**config.mk**
```make
export PLATFORM = sky130hd
export DESIGN_NAME = adc_offset_trim_and_filter
export DESIGN_NICKNAME = d
export VERILOG_FILES = /design/src/design/sample_fifo.v /design/src/design/bank_offset_iir.v /design/src/design/adc_offset_trim_and_filter.v
export VERILOG_INCLUDE_DIRS = /design/src /design/src/design
export SDC_FILE = /design/constraint.sdc
export NUM_CORES = 2
export LEC_CHECK = 0
export ABC_CLOCK_PERIOD_IN_PS = 12800
export CORE_AREA = 2 2 396 398
export DETAILED_ROUTE_END_ITERATION = 12
export DIE_AREA = 0 0 398 400
export DONT_BUFFER_PORTS = 1
export GPL_TIMING_DRIVEN = 0
export PLACE_DENSITY = 0.53
export SLEW_MARGIN = 25
export SYNTH_ARGS = -nofsm -noshare
export SYNTH_HDL_FRONTEND = slang
export SYNTH_SLANG_ARGS = --single-unit
```
**constraint.sdc**
```tcl
create_clock -name ref_clk -period 12.8 [get_ports ref_clk]
set_clock_uncertainty 0.05 [all_clocks]
set_input_delay 1.92 -clock ref_clk [delete_from_list [all_inputs] [get_ports ref_clk]]
set_output_delay 1.92 -clock ref_clk [all_outputs]
set_load 0.02 [all_outputs]
```
**src/design/offset_filter_consts.vh**
```
/*
  constants of the offset trim and offset filter block: register indices,
  field positions, reset values and counts; assumes nothing but inclusion.
*/
`ifndef OFFSET_FILTER_CONSTS_VH
`define OFFSET_FILTER_CONSTS_VH

// register indices; byte address is four times the index
`define IDX_TRIM_B       12'h094
`define IDX_FILT_CTRL0   12'h097
`define IDX_FILT_CTRL1   12'h098
`define IDX_CAL_CTRL     12'h0A0
`define IDX_STATUS       12'h0A1

// register select codes
`define SEL_NONE         3'h0
`define SEL_TRIM         3'h1
`define SEL_CTRL0        3'h2
`define SEL_CTRL1        3'h3
`define SEL_CAL          3'h4
`define SEL_STAT         3'h5

// reset values
`define RST_CTRL0        8'h00
`define RST_CTRL1        8'h33
`define RST_CAL          4'h0
`define RST_TRIM_RSVD    4'h0

// field positions
`define F_KEEP_LOW       0
`define F_BW_HI          7
`define F_BW_LO          4
`define F_SOAK_HI        3
`define F_SOAK_LO        0
`define F_TRIM_HI        11
`define F_OFFSET_CAL_ENABLE         0
`define F_BACKGROUND_CAL_ENABLE         1
`define F_BACKGROUND_OFFSET_CAL_ENABLE       2
`define F_FILT_EN        3

// filter coefficient codes and shift
`define BW_CODE_MIN      4'h1
`define BW_CODE_MAX      4'h5
`define BW_SHIFT_BASE    4'h9
`define FRAC_BITS        16
`define TRIM_MID         13'h0800

// bus answers
`define RESP_OKAY        2'b00
`define RESP_SLVERR      2'b10

// fifo
`define FIFO_DEPTH       32
`define FIFO_AW          5
`define STREAM_W         15

`endif

```
**src/design/sample_fifo.v**
```verilog
/*
  synchronous fifo of parameter width and depth with valid/ready on both
  sides; assumes one clock and a synchronous active-high reset.
*/
`timescale 1ns/10ps
`default_nettype none
module sample_fifo #(
  parameter WIDTH = 15,
  parameter DEPTH = 32,
  parameter AW    = 5
) (
  input  wire             ref_clk,
  input  wire             rst,
  input  wire [WIDTH-1:0] inData,
  input  wire             inValid,
  output wire             inReady,
  output reg  [WIDTH-1:0] outData,
  output wire             outValid,
  input  wire             outReady
);
  reg [WIDTH-1:0] mem [0:DEPTH-1];  // storage
  reg [AW-1:0]    wrPtr;            // next slot to fill
  reg [AW-1:0]    rdPtr;            // next slot to drain
  reg [AW:0]      count;            // words held
  reg             outFull;          // output register holds a word
  wire            push;
  wire            pop;
  wire            memEmpty;

  assign inReady  = (count != DEPTH[AW:0]);    // honest full
  assign push     = inValid && inReady;
  assign memEmpty = (count == {(AW+1){1'b0}});
  // refill output register when it is empty or being taken
  assign pop      = !memEmpty && (!outFull || outReady);
  assign outValid = outFull;

  // pointer, count and output register
  always @(posedge ref_clk) begin
    if (rst) begin
      wrPtr   <= {AW{1'b0}};
      rdPtr   <= {AW{1'b0}};
      count   <= {(AW+1){1'b0}};
      outFull <= 1'b0;
      outData <= {WIDTH{1'b0}};
    end else begin
      if (push) begin
        mem[wrPtr] <= inData;
        wrPtr      <= wrPtr + 1'b1;
      end
      if (pop) begin
        outData <= mem[rdPtr];
        rdPtr   <= rdPtr + 1'b1;
        outFull <= 1'b1;
      end else if (outReady) begin
        outFull <= 1'b0;
      end
      if (push && !pop)
        count <= count + 1'b1;
      else if (pop && !push)
        count <= count - 1'b1;
    end
  end
endmodule // sample_fifo
`default_nettype wire

```
**src/design/bank_offset_iir.v**
```verilog
/*
  per-bank first-order offset estimators plus one all-bank estimator;
  assumes samples are signed and arrive with a valid bank index.
*/
`timescale 1ns/10ps
`default_nettype none
`include "offset_filter_consts.vh"
module bank_offset_iir (
  input  wire               ref_clk,
  input  wire               rst,
  input  wire               update,
  input  wire [2:0]         bank,
  input  wire signed [11:0] sample,
  input  wire [3:0]         shift,
  input  wire               keepLow,
  input  wire               enable,
  output wire signed [11:0] corr
);
  reg signed [27:0] est [0:7];  // per-bank running offset, 16 fraction bits
  reg signed [27:0] glob;       // common offset of all banks
  wire signed [27:0] diff;
  integer i;

  // one accumulator step: e += (x - e) >>> sh
  function signed [27:0] stepIir;
    input signed [27:0] e;
    input signed [11:0] x;
    input [3:0]         sh;
    reg signed [28:0]   d;  // one guard bit so the difference cannot wrap
    reg signed [28:0]   s;
    begin
      d       = $signed({x[11], x, 16'h0000}) - e;
      s       = d >>> sh;
      stepIir = e + s[27:0];
    end
  endfunction

  // keep low content: remove only the bank's deviation from the common value
  assign diff = keepLow ? (est[bank] - glob) : est[bank];
  assign corr = enable ? diff[27:16] : 12'h000;

  // estimator update on each accepted sample while enabled
  always @(posedge ref_clk) begin
    if (rst) begin
      for (i = 0; i < 8; i = i + 1)
        est[i] <= 28'h000_0000;
      glob <= 28'h000_0000;
    end else if (update && enable) begin
      est[bank] <= stepIir(est[bank], sample, shift);
      glob      <= stepIir(glob, sample, shift);
    end
  end
endmodule // bank_offset_iir
`default_nettype wire

```
**src/design/adc_offset_trim_and_filter.v**
```verilog
/*
  offset trim for the second converter core and a bank offset filter for samples of both cores, with
  an axi4-lite register slave and an output fifo; assumes samples and bus
  are synchronous to ref_clk and the calibration engine sits outside.
*/
// Design decision made here: register access over AXI4-Lite.
// Overview of operation
// - trim word applied on second core, second input
// - trim loads factory value at reset, rewritable
// - trim bits 15-12 reserved, writable, reset zero
// - keep-low set: remove only bank mismatch
// - keep-low clear: remove all offsets, DC too
// - bandwidth codes 1-5 pick shift 10-14
// - settle code, bits 3-0, resets to 3
// - settling only with filter and background enabled
// - after settling core returns online, filter in path
// - control0 bits 7-1 reserved, writable, reset zero
`timescale 1ns/10ps
`default_nettype none
`include "offset_filter_consts.vh"
module adc_offset_trim_and_filter #(
  parameter SETTLE_UNIT = 1024  // cycles per settle step, shorten in simulation
) (
  input  wire        ref_clk,
  input  wire        rst,
  // axi4-lite slave
  input  wire [31:0] s_axi_awaddr,
  input  wire        s_axi_awvalid,
  output wire        s_axi_awready,
  input  wire [31:0] s_axi_wdata,
  input  wire [3:0]  s_axi_wstrb,
  input  wire        s_axi_wvalid,
  output wire        s_axi_wready,
  output reg  [1:0]  s_axi_bresp,
  output reg         s_axi_bvalid,
  input  wire        s_axi_bready,
  input  wire [31:0] s_axi_araddr,
  input  wire        s_axi_arvalid,
  output wire        s_axi_arready,
  output reg  [31:0] s_axi_rdata,
  output reg  [1:0]  s_axi_rresp,
  output reg         s_axi_rvalid,
  input  wire        s_axi_rready,
  // calibration engine
  input  wire [11:0] factoryTrim,
  input  wire        foregroundCalComplete,
  input  wire        calHaltedFlag,
  input  wire        coreCalibrated,
  // sample stream in
  input  wire [11:0] sampleData,
  input  wire [2:0]  sampleBank,
  input  wire        sampleCoreB,
  input  wire        sampleInputB,
  input  wire        sampleValid,
  output wire        sampleReady,
  // corrected stream out
  output wire [11:0] outData,
  output wire [2:0]  outBank,
  output wire        outValid,
  input  wire        outReady,
  output reg         coreOnline
);
  localparam ST_ONLINE = 1'b0;  // core in service
  localparam ST_SETTLE = 1'b1;  // filter soaking, core offline

  reg  [7:0]  ctrl0;            // keep-low and reserved bits
  reg  [7:0]  ctrl1;            // bandwidth and settle codes
  reg  [15:0] trim;             // trim word plus reserved nibble
  reg  [3:0]  calCtrl;          // calibration enables
  reg         settleDoneSeen;   // sticky: a settle period ended
  reg         state;            // settle state
  reg  [31:0] settleCnt;        // cycles left in settle
  reg         awHeld;           // write address taken
  reg  [11:0] awIdx;            // its register index
  reg         wHeld;            // write data taken
  reg  [31:0] wData;
  reg  [3:0]  wStrb;
  reg  [11:0] pipeData;         // corrected sample awaiting fifo
  reg  [2:0]  pipeBank;
  reg         pipeValid;
  wire        fifoInReady;
  wire [14:0] fifoOut;
  wire        doWrite;
  wire [2:0]  wSel;
  wire [2:0]  rSel;
  wire        take;
  wire signed [11:0] trimmed;
  wire signed [11:0] corr;
  wire [3:0]  bwCode;
  wire        bwLegal;
  wire        filtEn;
  wire        settleArm;
  wire [31:0] settleLen;

  // map a byte address to a register select
  function [2:0] regSel;
    input [31:0] addr;
    begin
      if (addr[1:0] != 2'b00 || addr[31:14] != 18'h0_0000)
        regSel = `SEL_NONE;
      else case (addr[13:2])
        `IDX_TRIM_B:     regSel = `SEL_TRIM;
        `IDX_FILT_CTRL0: regSel = `SEL_CTRL0;
        `IDX_FILT_CTRL1: regSel = `SEL_CTRL1;
        `IDX_CAL_CTRL:   regSel = `SEL_CAL;
        `IDX_STATUS:     regSel = `SEL_STAT;
        default:         regSel = `SEL_NONE;
      endcase
    end
  endfunction

  // byte-lane merge of write data into an old word
  function [31:0] laneMerge;
    input [31:0] old;
    input [31:0] data;
    input [3:0]  strb;
    integer k;
    begin
      laneMerge = old;
      for (k = 0; k < 4; k = k + 1)
        if (strb[k])
          laneMerge[k*8 +: 8] = data[k*8 +: 8];
    end
  endfunction

  // saturate a 13-bit signed value into 12 bits
  function signed [11:0] sat12;
    input signed [12:0] v;
    begin
      if (v > 13'sh07FF)
        sat12 = 12'sh7FF;
      else if (v < -13'sh0800)
        sat12 = 12'sh800;
      else
        sat12 = v[11:0];
    end
  endfunction

  // bus handshakes: one write and one read in flight
  assign s_axi_awready = !awHeld && !s_axi_bvalid;
  assign s_axi_wready  = !wHeld && !s_axi_bvalid;
  assign s_axi_arready = !s_axi_rvalid;
  assign doWrite       = awHeld && wHeld && !s_axi_bvalid;
  assign wSel          = regSel({18'h0_0000, awIdx, 2'b00});
  assign rSel          = regSel(s_axi_araddr);
  wire [31:0] mergeTrim  = laneMerge({16'h0000, trim}, wData, wStrb);      // cut to 16 bits at the write
  wire [31:0] mergeCtrl0 = laneMerge({24'h00_0000, ctrl0}, wData, wStrb);  // cut to 8 bits at the write
  wire [31:0] mergeCtrl1 = laneMerge({24'h00_0000, ctrl1}, wData, wStrb);  // cut to 8 bits at the write

  // write address and data capture, response
  always @(posedge ref_clk) begin
    if (rst) begin
      awHeld       <= 1'b0;
      awIdx        <= 12'h000;
      wHeld        <= 1'b0;
      wData        <= 32'h0000_0000;
      wStrb        <= 4'h0;
      s_axi_bvalid <= 1'b0;
      s_axi_bresp  <= `RESP_OKAY;
    end else begin
      if (s_axi_awvalid && s_axi_awready) begin
        awHeld <= 1'b1;
        // misaligned or out-of-range addresses map to an unused index
        awIdx  <= (regSel(s_axi_awaddr) == `SEL_NONE) ? 12'hFFF : s_axi_awaddr[13:2];
      end
      if (s_axi_wvalid && s_axi_wready) begin
        wHeld <= 1'b1;
        wData <= s_axi_wdata;
        wStrb <= s_axi_wstrb;
      end
      if (doWrite) begin
        awHeld       <= 1'b0;
        wHeld        <= 1'b0;
        s_axi_bvalid <= 1'b1;
        s_axi_bresp  <= (wSel == `SEL_NONE) ? `RESP_SLVERR : `RESP_OKAY;
      end else if (s_axi_bready) begin
        s_axi_bvalid <= 1'b0;
      end
    end
  end

  // register file; trim writes are not blocked, software keeps off them
  // during calibration
  always @(posedge ref_clk) begin
    if (rst) begin
      ctrl0   <= `RST_CTRL0;
      ctrl1   <= `RST_CTRL1;
      trim    <= {`RST_TRIM_RSVD, factoryTrim};
      calCtrl <= `RST_CAL;
    end else if (doWrite) begin
      case (wSel)
        `SEL_TRIM:  trim    <= mergeTrim[15:0];
        `SEL_CTRL0: ctrl0   <= mergeCtrl0[7:0];
        `SEL_CTRL1: ctrl1   <= mergeCtrl1[7:0];
        `SEL_CAL:   calCtrl <= wStrb[0] ? wData[3:0] : calCtrl;
        default:    ctrl0   <= ctrl0;
      endcase
    end
  end

  // read channel; status shows calibration flags for the read rules
  always @(posedge ref_clk) begin
    if (rst) begin
      s_axi_rvalid <= 1'b0;
      s_axi_rdata  <= 32'h0000_0000;
      s_axi_rresp  <= `RESP_OKAY;
    end else if (s_axi_arvalid && s_axi_arready) begin
      s_axi_rvalid <= 1'b1;
      s_axi_rresp  <= `RESP_OKAY;
      case (rSel)
        `SEL_TRIM:  s_axi_rdata <= {16'h0000, trim};
        `SEL_CTRL0: s_axi_rdata <= {24'h00_0000, ctrl0};
        `SEL_CTRL1: s_axi_rdata <= {24'h00_0000, ctrl1};
        `SEL_CAL:   s_axi_rdata <= {28'h000_0000, calCtrl};
        `SEL_STAT:  s_axi_rdata <= {27'h000_0000, settleDoneSeen, state, coreOnline,
                                    calHaltedFlag, foregroundCalComplete};
        default: begin
          s_axi_rdata <= 32'h0000_0000;
          s_axi_rresp <= `RESP_SLVERR;
        end
      endcase
    end else if (s_axi_rready) begin
      s_axi_rvalid <= 1'b0;
    end
  end

  // trim applied only on second core sampling second input
  assign trimmed = (sampleCoreB && sampleInputB)
                 ? sat12($signed({~sampleData[11], ~sampleData[11], sampleData[10:0]}) + $signed({1'b0, trim[11:0]})
                         - $signed(`TRIM_MID))
                 : $signed({~sampleData[11], sampleData[10:0]});

  // reserved bandwidth codes freeze the estimators
  assign bwCode  = ctrl1[`F_BW_HI:`F_BW_LO];
  assign bwLegal = (bwCode >= `BW_CODE_MIN) && (bwCode <= `BW_CODE_MAX);
  assign filtEn  = calCtrl[`F_FILT_EN] && bwLegal;
  assign take    = sampleValid && sampleReady;
  // a stall at the fifo stops the input as well
  assign sampleReady = !pipeValid || fifoInReady;

  bank_offset_iir iir (
    .ref_clk (ref_clk),
    .rst     (rst),
    .update  (take),
    .bank    (sampleBank),
    .sample  (trimmed),
    .shift   (bwCode + `BW_SHIFT_BASE),
    .keepLow (ctrl0[`F_KEEP_LOW]),
    .enable  (filtEn),
    .corr    (corr)
  );

  // pipeline register into the fifo; offline core pushes nothing
  always @(posedge ref_clk) begin
    if (rst) begin
      pipeValid <= 1'b0;
      pipeData  <= 12'h000;
      pipeBank  <= 3'h0;
    end else if (sampleReady) begin
      pipeValid <= take && (state == ST_ONLINE);
      pipeData  <= sat12($signed({trimmed[11], trimmed}) - $signed({corr[11], corr}));
      pipeBank  <= sampleBank;
    end
  end

  sample_fifo #(
    .WIDTH (`STREAM_W),
    .DEPTH (`FIFO_DEPTH),
    .AW    (`FIFO_AW)
  ) outFifo (
    .ref_clk  (ref_clk),
    .rst      (rst),
    .inData   ({pipeBank, pipeData}),
    .inValid  (pipeValid),
    .inReady  (fifoInReady),
    .outData  (fifoOut),
    .outValid (outValid),
    .outReady (outReady)
  );
  assign outData = fifoOut[11:0];
  assign outBank = fifoOut[14:12];

  // settle applies with filtering and background calibration both on
  assign settleArm = coreCalibrated && calCtrl[`F_FILT_EN] && calCtrl[`F_BACKGROUND_CAL_ENABLE];
  assign settleLen = SETTLE_UNIT << ctrl1[`F_SOAK_HI:`F_SOAK_LO];

  // settle state machine; sticky done flag, set beats clear
  always @(posedge ref_clk) begin
    if (rst) begin
      state          <= ST_ONLINE;
      settleCnt      <= 32'h0000_0000;
      coreOnline     <= 1'b1;
      settleDoneSeen <= 1'b0;
    end else begin
      if (doWrite && wSel == `SEL_STAT && wStrb[0] && wData[4])
        settleDoneSeen <= 1'b0;
      case (state)
        ST_ONLINE: begin
          if (settleArm) begin
            state      <= ST_SETTLE;
            settleCnt  <= settleLen - 32'h0000_0001;
            coreOnline <= 1'b0;
          end
        end
        ST_SETTLE: begin
          if (settleArm) begin
            settleCnt <= settleLen - 32'h0000_0001;
          end else if (settleCnt == 32'h0000_0000) begin
            state          <= ST_ONLINE;
            coreOnline     <= 1'b1;
            settleDoneSeen <= 1'b1;
          end else begin
            settleCnt <= settleCnt - 32'h0000_0001;
          end
        end
        default: begin
          state      <= ST_ONLINE;
          coreOnline <= 1'b1;
        end
      endcase
    end
  end
endmodule // adc_offset_trim_and_filter
`default_nettype wire

```
# Word level (Yosys, flattened, before mapping)
# Memories as Yosys holds them, arrays and structs flattened. A register that Yosys moved wholly into a read port is not among the register bits.
# Index checks and enable logic that the tools add are counted.
[word_totals] word_cells=206 mem_bits_rw=704 input_bits=141 reg_bits=202 n_memories=2
[memory_table] name="outFifo.mem" depth=32 word_bits=15 read_ports=1 rd_clocked_by_memory_dff=1 write_ports=1 line_no="sample_fifo.v:21" text="reg [WIDTH-1:0] mem [0:DEPTH-1];"
[memory_table] name="iir.est" depth=8 word_bits=28 read_ports=1 rd_clocked_by_memory_dff=0 write_ports=8 line_no="bank_offset_iir.v:19" text="reg signed [27:0] est [0:7];"
[op_classes] magnitude_cmp=6 muxes=58 n_reduce_logical=62 bitwise_logic=2 n_addsub=15 n_eq_ne=30 shifts=3
[ops] cell="12-bit by 8-bit == test with 1-bit output (second input constant)" n=15
[ops] cell="12-bit two-way mux" n=10
[ops] cell="32-bit two-way mux" n=3
[ops] cell="16-bit one-hot mux with 5 select lines" n=1
[ops] cell="32-bit one-hot mux with 2 select lines" n=1
[ops] cell="32-bit by 1-bit subtractor with 32-bit output (second input constant)" n=2
[ops] cell="29-bit by 4-bit >>> shifter with 28-bit output" n=2
[ops] cell="28-bit by 28-bit subtractor with 29-bit output" n=2
[ops] cell="28-bit adder" n=2
[ops] cell="28-bit two-way mux" n=2
[ops] cell="3-bit one-hot mux with 5 select lines" n=3
[ops] cell="18-bit nonzero test" n=2
[ops] cell="32-bit zero test" n=1
[ops] cell="11-bit by 4-bit left shift with 32-bit output (first input constant)" n=1
[ops] cell="28-bit OR reduction" n=1
[ops] cell="28-bit subtractor" n=1
[ops] cell="13-bit by 12-bit > comparator with 1-bit output (second input constant)" n=2
[ops] cell="13-bit by 12-bit < comparator with 1-bit output (second input constant)" n=2
[ops] cell="1-bit two-way mux" n=25
[ops] cell="1-bit logical AND" n=22
[ops] cell="3-bit AND reduction" n=7
[ops] cell="2-bit nonzero test" n=10
[ops] cell="3-bit two-way mux" n=5
[ops] cell="12-bit by 13-bit adder with 13-bit output" n=1
[ops] cell="28 further kinds" n=53

# Logic depth before layout (Yosys ltp)
[logic_depth] depth_word=11 mapped_depth=42

# Hierarchy
# From an unflattened synthesis, not the netlist that was laid out.
[hier_totals] hier_cells=4110 hier_area_um2=47763.3
[modules_own_cells] module="bank_offset_iir" n_inst=1 cells_each=2123 seq_area_each_um2=7287.0 area_each_um2=19926.6
[modules_own_cells] module="sample_fifo" n_inst=1 cells_each=1020 seq_area_each_um2=15054.4 area_each_um2=19753.9
[modules_own_cells] module="adc_offset_trim_and_filter" n_inst=1 cells_each=967 seq_area_each_um2=2902.8 area_each_um2=8082.8

# Least setup slack after synthesis
# No wires, ideal clock.
[synth_path] path_kind="input -> register" from="input sampleData[1]" to="memory iir.est[0][27], data pin" arrival_time_ns=9.704 cell_stages=38 path_slack_ns=2.774 n_path_buf=2 cell_sequence="ha_1 -> ha_1 -> fa_1 -> a21o_1 -> a21oi_1 -> o21bai_1 -> a21oi_1 -> o21bai_1 -> a21oi_1 -> o21ai_0 -> nand3_1 -> mux2i_1 -> a311oi_1 -> clkbuf_1 -> nand2_1 -> a21oi_1 -> ha_1 -> buf_4 -> (+2 left out) -> o21bai_1 -> a21o_1 -> a221o_1 -> a41oi_1 -> xnor2_1 -> mux4_2 -> o21ai_1 -> mux2i_1 -> ha_1 -> a21o_1 -> a21o_1 -> a221o_1 -> a41o_1 -> a41o_1 -> a21o_1 -> a21oi_1 -> xnor2_1 -> nor2_1"
[synth_rtl] element="start, declared" line_no="adc_offset_trim_and_filter.v:50" text="input wire [11:0] sampleData,"
[synth_rtl] element="end, declared" line_no="bank_offset_iir.v:19"

==> out/metrics.yaml <==
switchingPower_mw: 2.78
clk_latency_ns: 0.75
post_cts_buffers: 0
cts.clk_slew.worst_paths_ns: 0.06
wl_mm: 141
core_um2: 155000
root_buffer: "clkbuf_16"
io_buffers: 0
p_leak_nw: 18.3
place_area_um2: 49600
synth_top_area_share_pct: 46.5
h-tree-depth: 3
syn_avg_cell_area_um2: 11.9
fmax_mhz: 85.8
synthTopCellsByCount: "716 x edfxtp_1, 556 x nor2_1, 301 x nand2_1"
firstDrtPassIters: 5
final_hold_viol_count: 0
design_area_um2: 52700
clockBufferDepth: 3
num_vias: 32200
seqPwrFrac_pct: 41.6
area_growth_pct: 13.9
synth.distinct_cells: 90
critPathSlowestCell: "xnor2_1"
max_stage_delay_ns: 0.82
stdcell_count: 6177
drc: 0
syn-cell-area_um2: 46200
routedWlPerCell_um: 22.7
clock_sinks: 903
hold_buffers: 0
cap_violations: 0
maxSlewViolCount: 0
powerDensity_nw_per_um2: 160
worstSetupEndpointType: "flip-flop"
cts_buffers: 95
vias_per_cell: 5.21
rsz0062_at_grt: "false"
cts_tree: "built"
grt_max_degree: 34
switching_share_pct: 32.9
synth.area.top_cells: "edfxtp_1 47%, mux4_2 9.1%, dfxtp_1 8.1%, nor2_1 4.5%, ha_1 4.3%"
cp.required_ns: 13.12
peakVddDrop_uv: 117
synthArstFlopShare_pct: 0
synthMostInstantiatedCell: "edfxtp_1"
arrival_ns: 11.98
io_pins: 200
start_util_pct: 29.8
num_rows: 145
finalCritPeriodShare_pct: 91.1
fin_crit_ns: 11.66
internal_power_mw: 5.65
grt_pass1_vias: 31600
synth_cells: 3878
grt_pass1_wl_mm: 206
whs_ns: 0.403
track_usage_pct: 17.2
yosys_warnings: 0
synth_edf_count: 716
hpwl_mm: 103
ys_seq_elements: 903
die_w_um: 398
path_class: "input pin to flip-flop"
slew_headroom_pct: 28.3
design.die.area_um2: 159000
dp.cells: 5993
ys_seq_area_share_pct: 54.6
power_frac_comb_pct: 26.4
run_status: "finished clean"
grt_overflow_total: 0
crit_top_cell: "a21oi_1"
synth_flop_cell: "edfxtp_1"
dieHeight_um: 400
worst_slew_pin_slew_ns: 1.06
fin_tns_setup_ns: 0
layout-drive-gt1-share_pct: 13.1
hold_path.class: "flip-flop to flip-flop"
setup_viol: 0
clkPwrFrac_pct: 32.0
grt_antenna_before_repair: 6
crit_path_start_kind: "input pin"
initialDrtViolationCount: 3011
path_max_fanout: 10
yosysTopAreaCell: "edfxtp_1"
fin_nets: 4338
place.gp.congestion: 0.932
ant_nets: 0
cts_resized: 0
cell families after synthesis:
logic type,synth area share [%]
AO/OA/AOI/OAI,10.2
XOR/XNOR,2.80
adder cells (fa/ha/maj),4.79
buffers and inverters,3.15
flip-flops,54.6
multiplexers,13.2
other,0.00811
AND/OR/NAND/NOR,11.3
power by group through the flow:
stage | logic [mW] | clock network [mW] | registers, mW
2_1_floorplan | 1.53 | 0 | 3.49
3_3_place_gp | 2.18 | 0 | 3.57
3_5_place_dp | 2.20 | 0 | 3.58
4_1_cts | 2.22 | 2.76 | 3.51
5_1_grt | 2.39 | 2.87 | 3.53
6_report | 2.22 | 2.70 | 3.51
registers in the layout, indices dropped and copies added (netlist names), 5 cells and up:
signal / flops
outFifo.mem: 480
iir.est: 224
settleCnt: 32
iir.glob: 28
s_axi_rdata: 16
trim: 16
wData: 16
outFifo.outData: 15
awIdx: 12
pipeData: 12
ctrl0: 8
ctrl1: 8
outFifo.count: 6
outFifo.rdPtr: 5
outFifo.wrPtr: 5
path summary, 6_finish.rpt:
check,slack (ns),endpoint,from,depth (start not counted)
max,1.14,iir.est[1][25],sampleData[1],37
min,0.40,wData[10],wData[10],2
max reg2reg,1.84,iir.est[1][25],trim[1],37
min reg2reg,0.40,wData[10],wData[10],2
cells in the final DEF (no fill, tap or decap), types with 24 or more instances in the layout:
cell / synthesis / final
a21oi_1: 269 / 269
clkbuf_1: 161 / 180
inv_1: 109 / 109
edfxtp_1: 716 / 716
nand3_1: 70 / 70
nor2_2: 0 / 32
mux2_2: 39 / 39
a22oi_1: 24 / 24
buf_1: 37 / 33
mux2i_1: 131 / 131
clkbuf_16: 0 / 95
xor2_1: 52 / 52
o21ai_0: 144 / 142
nor2_1: 556 / 524
a31oi_1: 27 / 27
xnor2_1: 96 / 96
nor4_1: 27 / 27
nor3_1: 68 / 68
a211oi_1: 58 / 58
dfxtp_1: 187 / 172
a21o_1: 46 / 46
nand2_1: 301 / 293
mux4_2: 187 / 187
ha_1: 160 / 160
stage by stage:
stage                     util [%]  power, mW  setup WS (ns)
after CTS                     33.9       8.49           1.34
final                         33.9       8.43           1.14
after global routing          33.9       8.79          0.570
after detailed placement      32.0       5.78          0.585
after global placement        31.5       5.76          0.300
after floorplan                  -       5.03           2.77
worst max-delay path: cells and delay by family:
kind            cells  cell delay (ns)
compound gates     22             5.61
fa+ha+maj           5             1.72
simple gates        3             0.36
buf+inv             1             0.43
xor+xnor            2             1.15
mux                 4             0.76
metal layers:
metal / GRT usage (%) / part of all wire (%)
met5: 0 / 0
met4: 5.69 / 3.1
met3: 3.00 / 6.2
met2: 28.3 / 48
met1: 23.0 / 43
final cells by class:
cell class	instances	area, um^2
buffer	238	1050
fill	15400	102000
clock inverter	55	523
antenna	6	15.0
timing repair buffer	40	592
multi-input combinational	2642	19700
sequential	903	25300
clock buffer	123	2520
inverter	112	420
tap	2058	2570
Power figures use the tool's default switching activity.
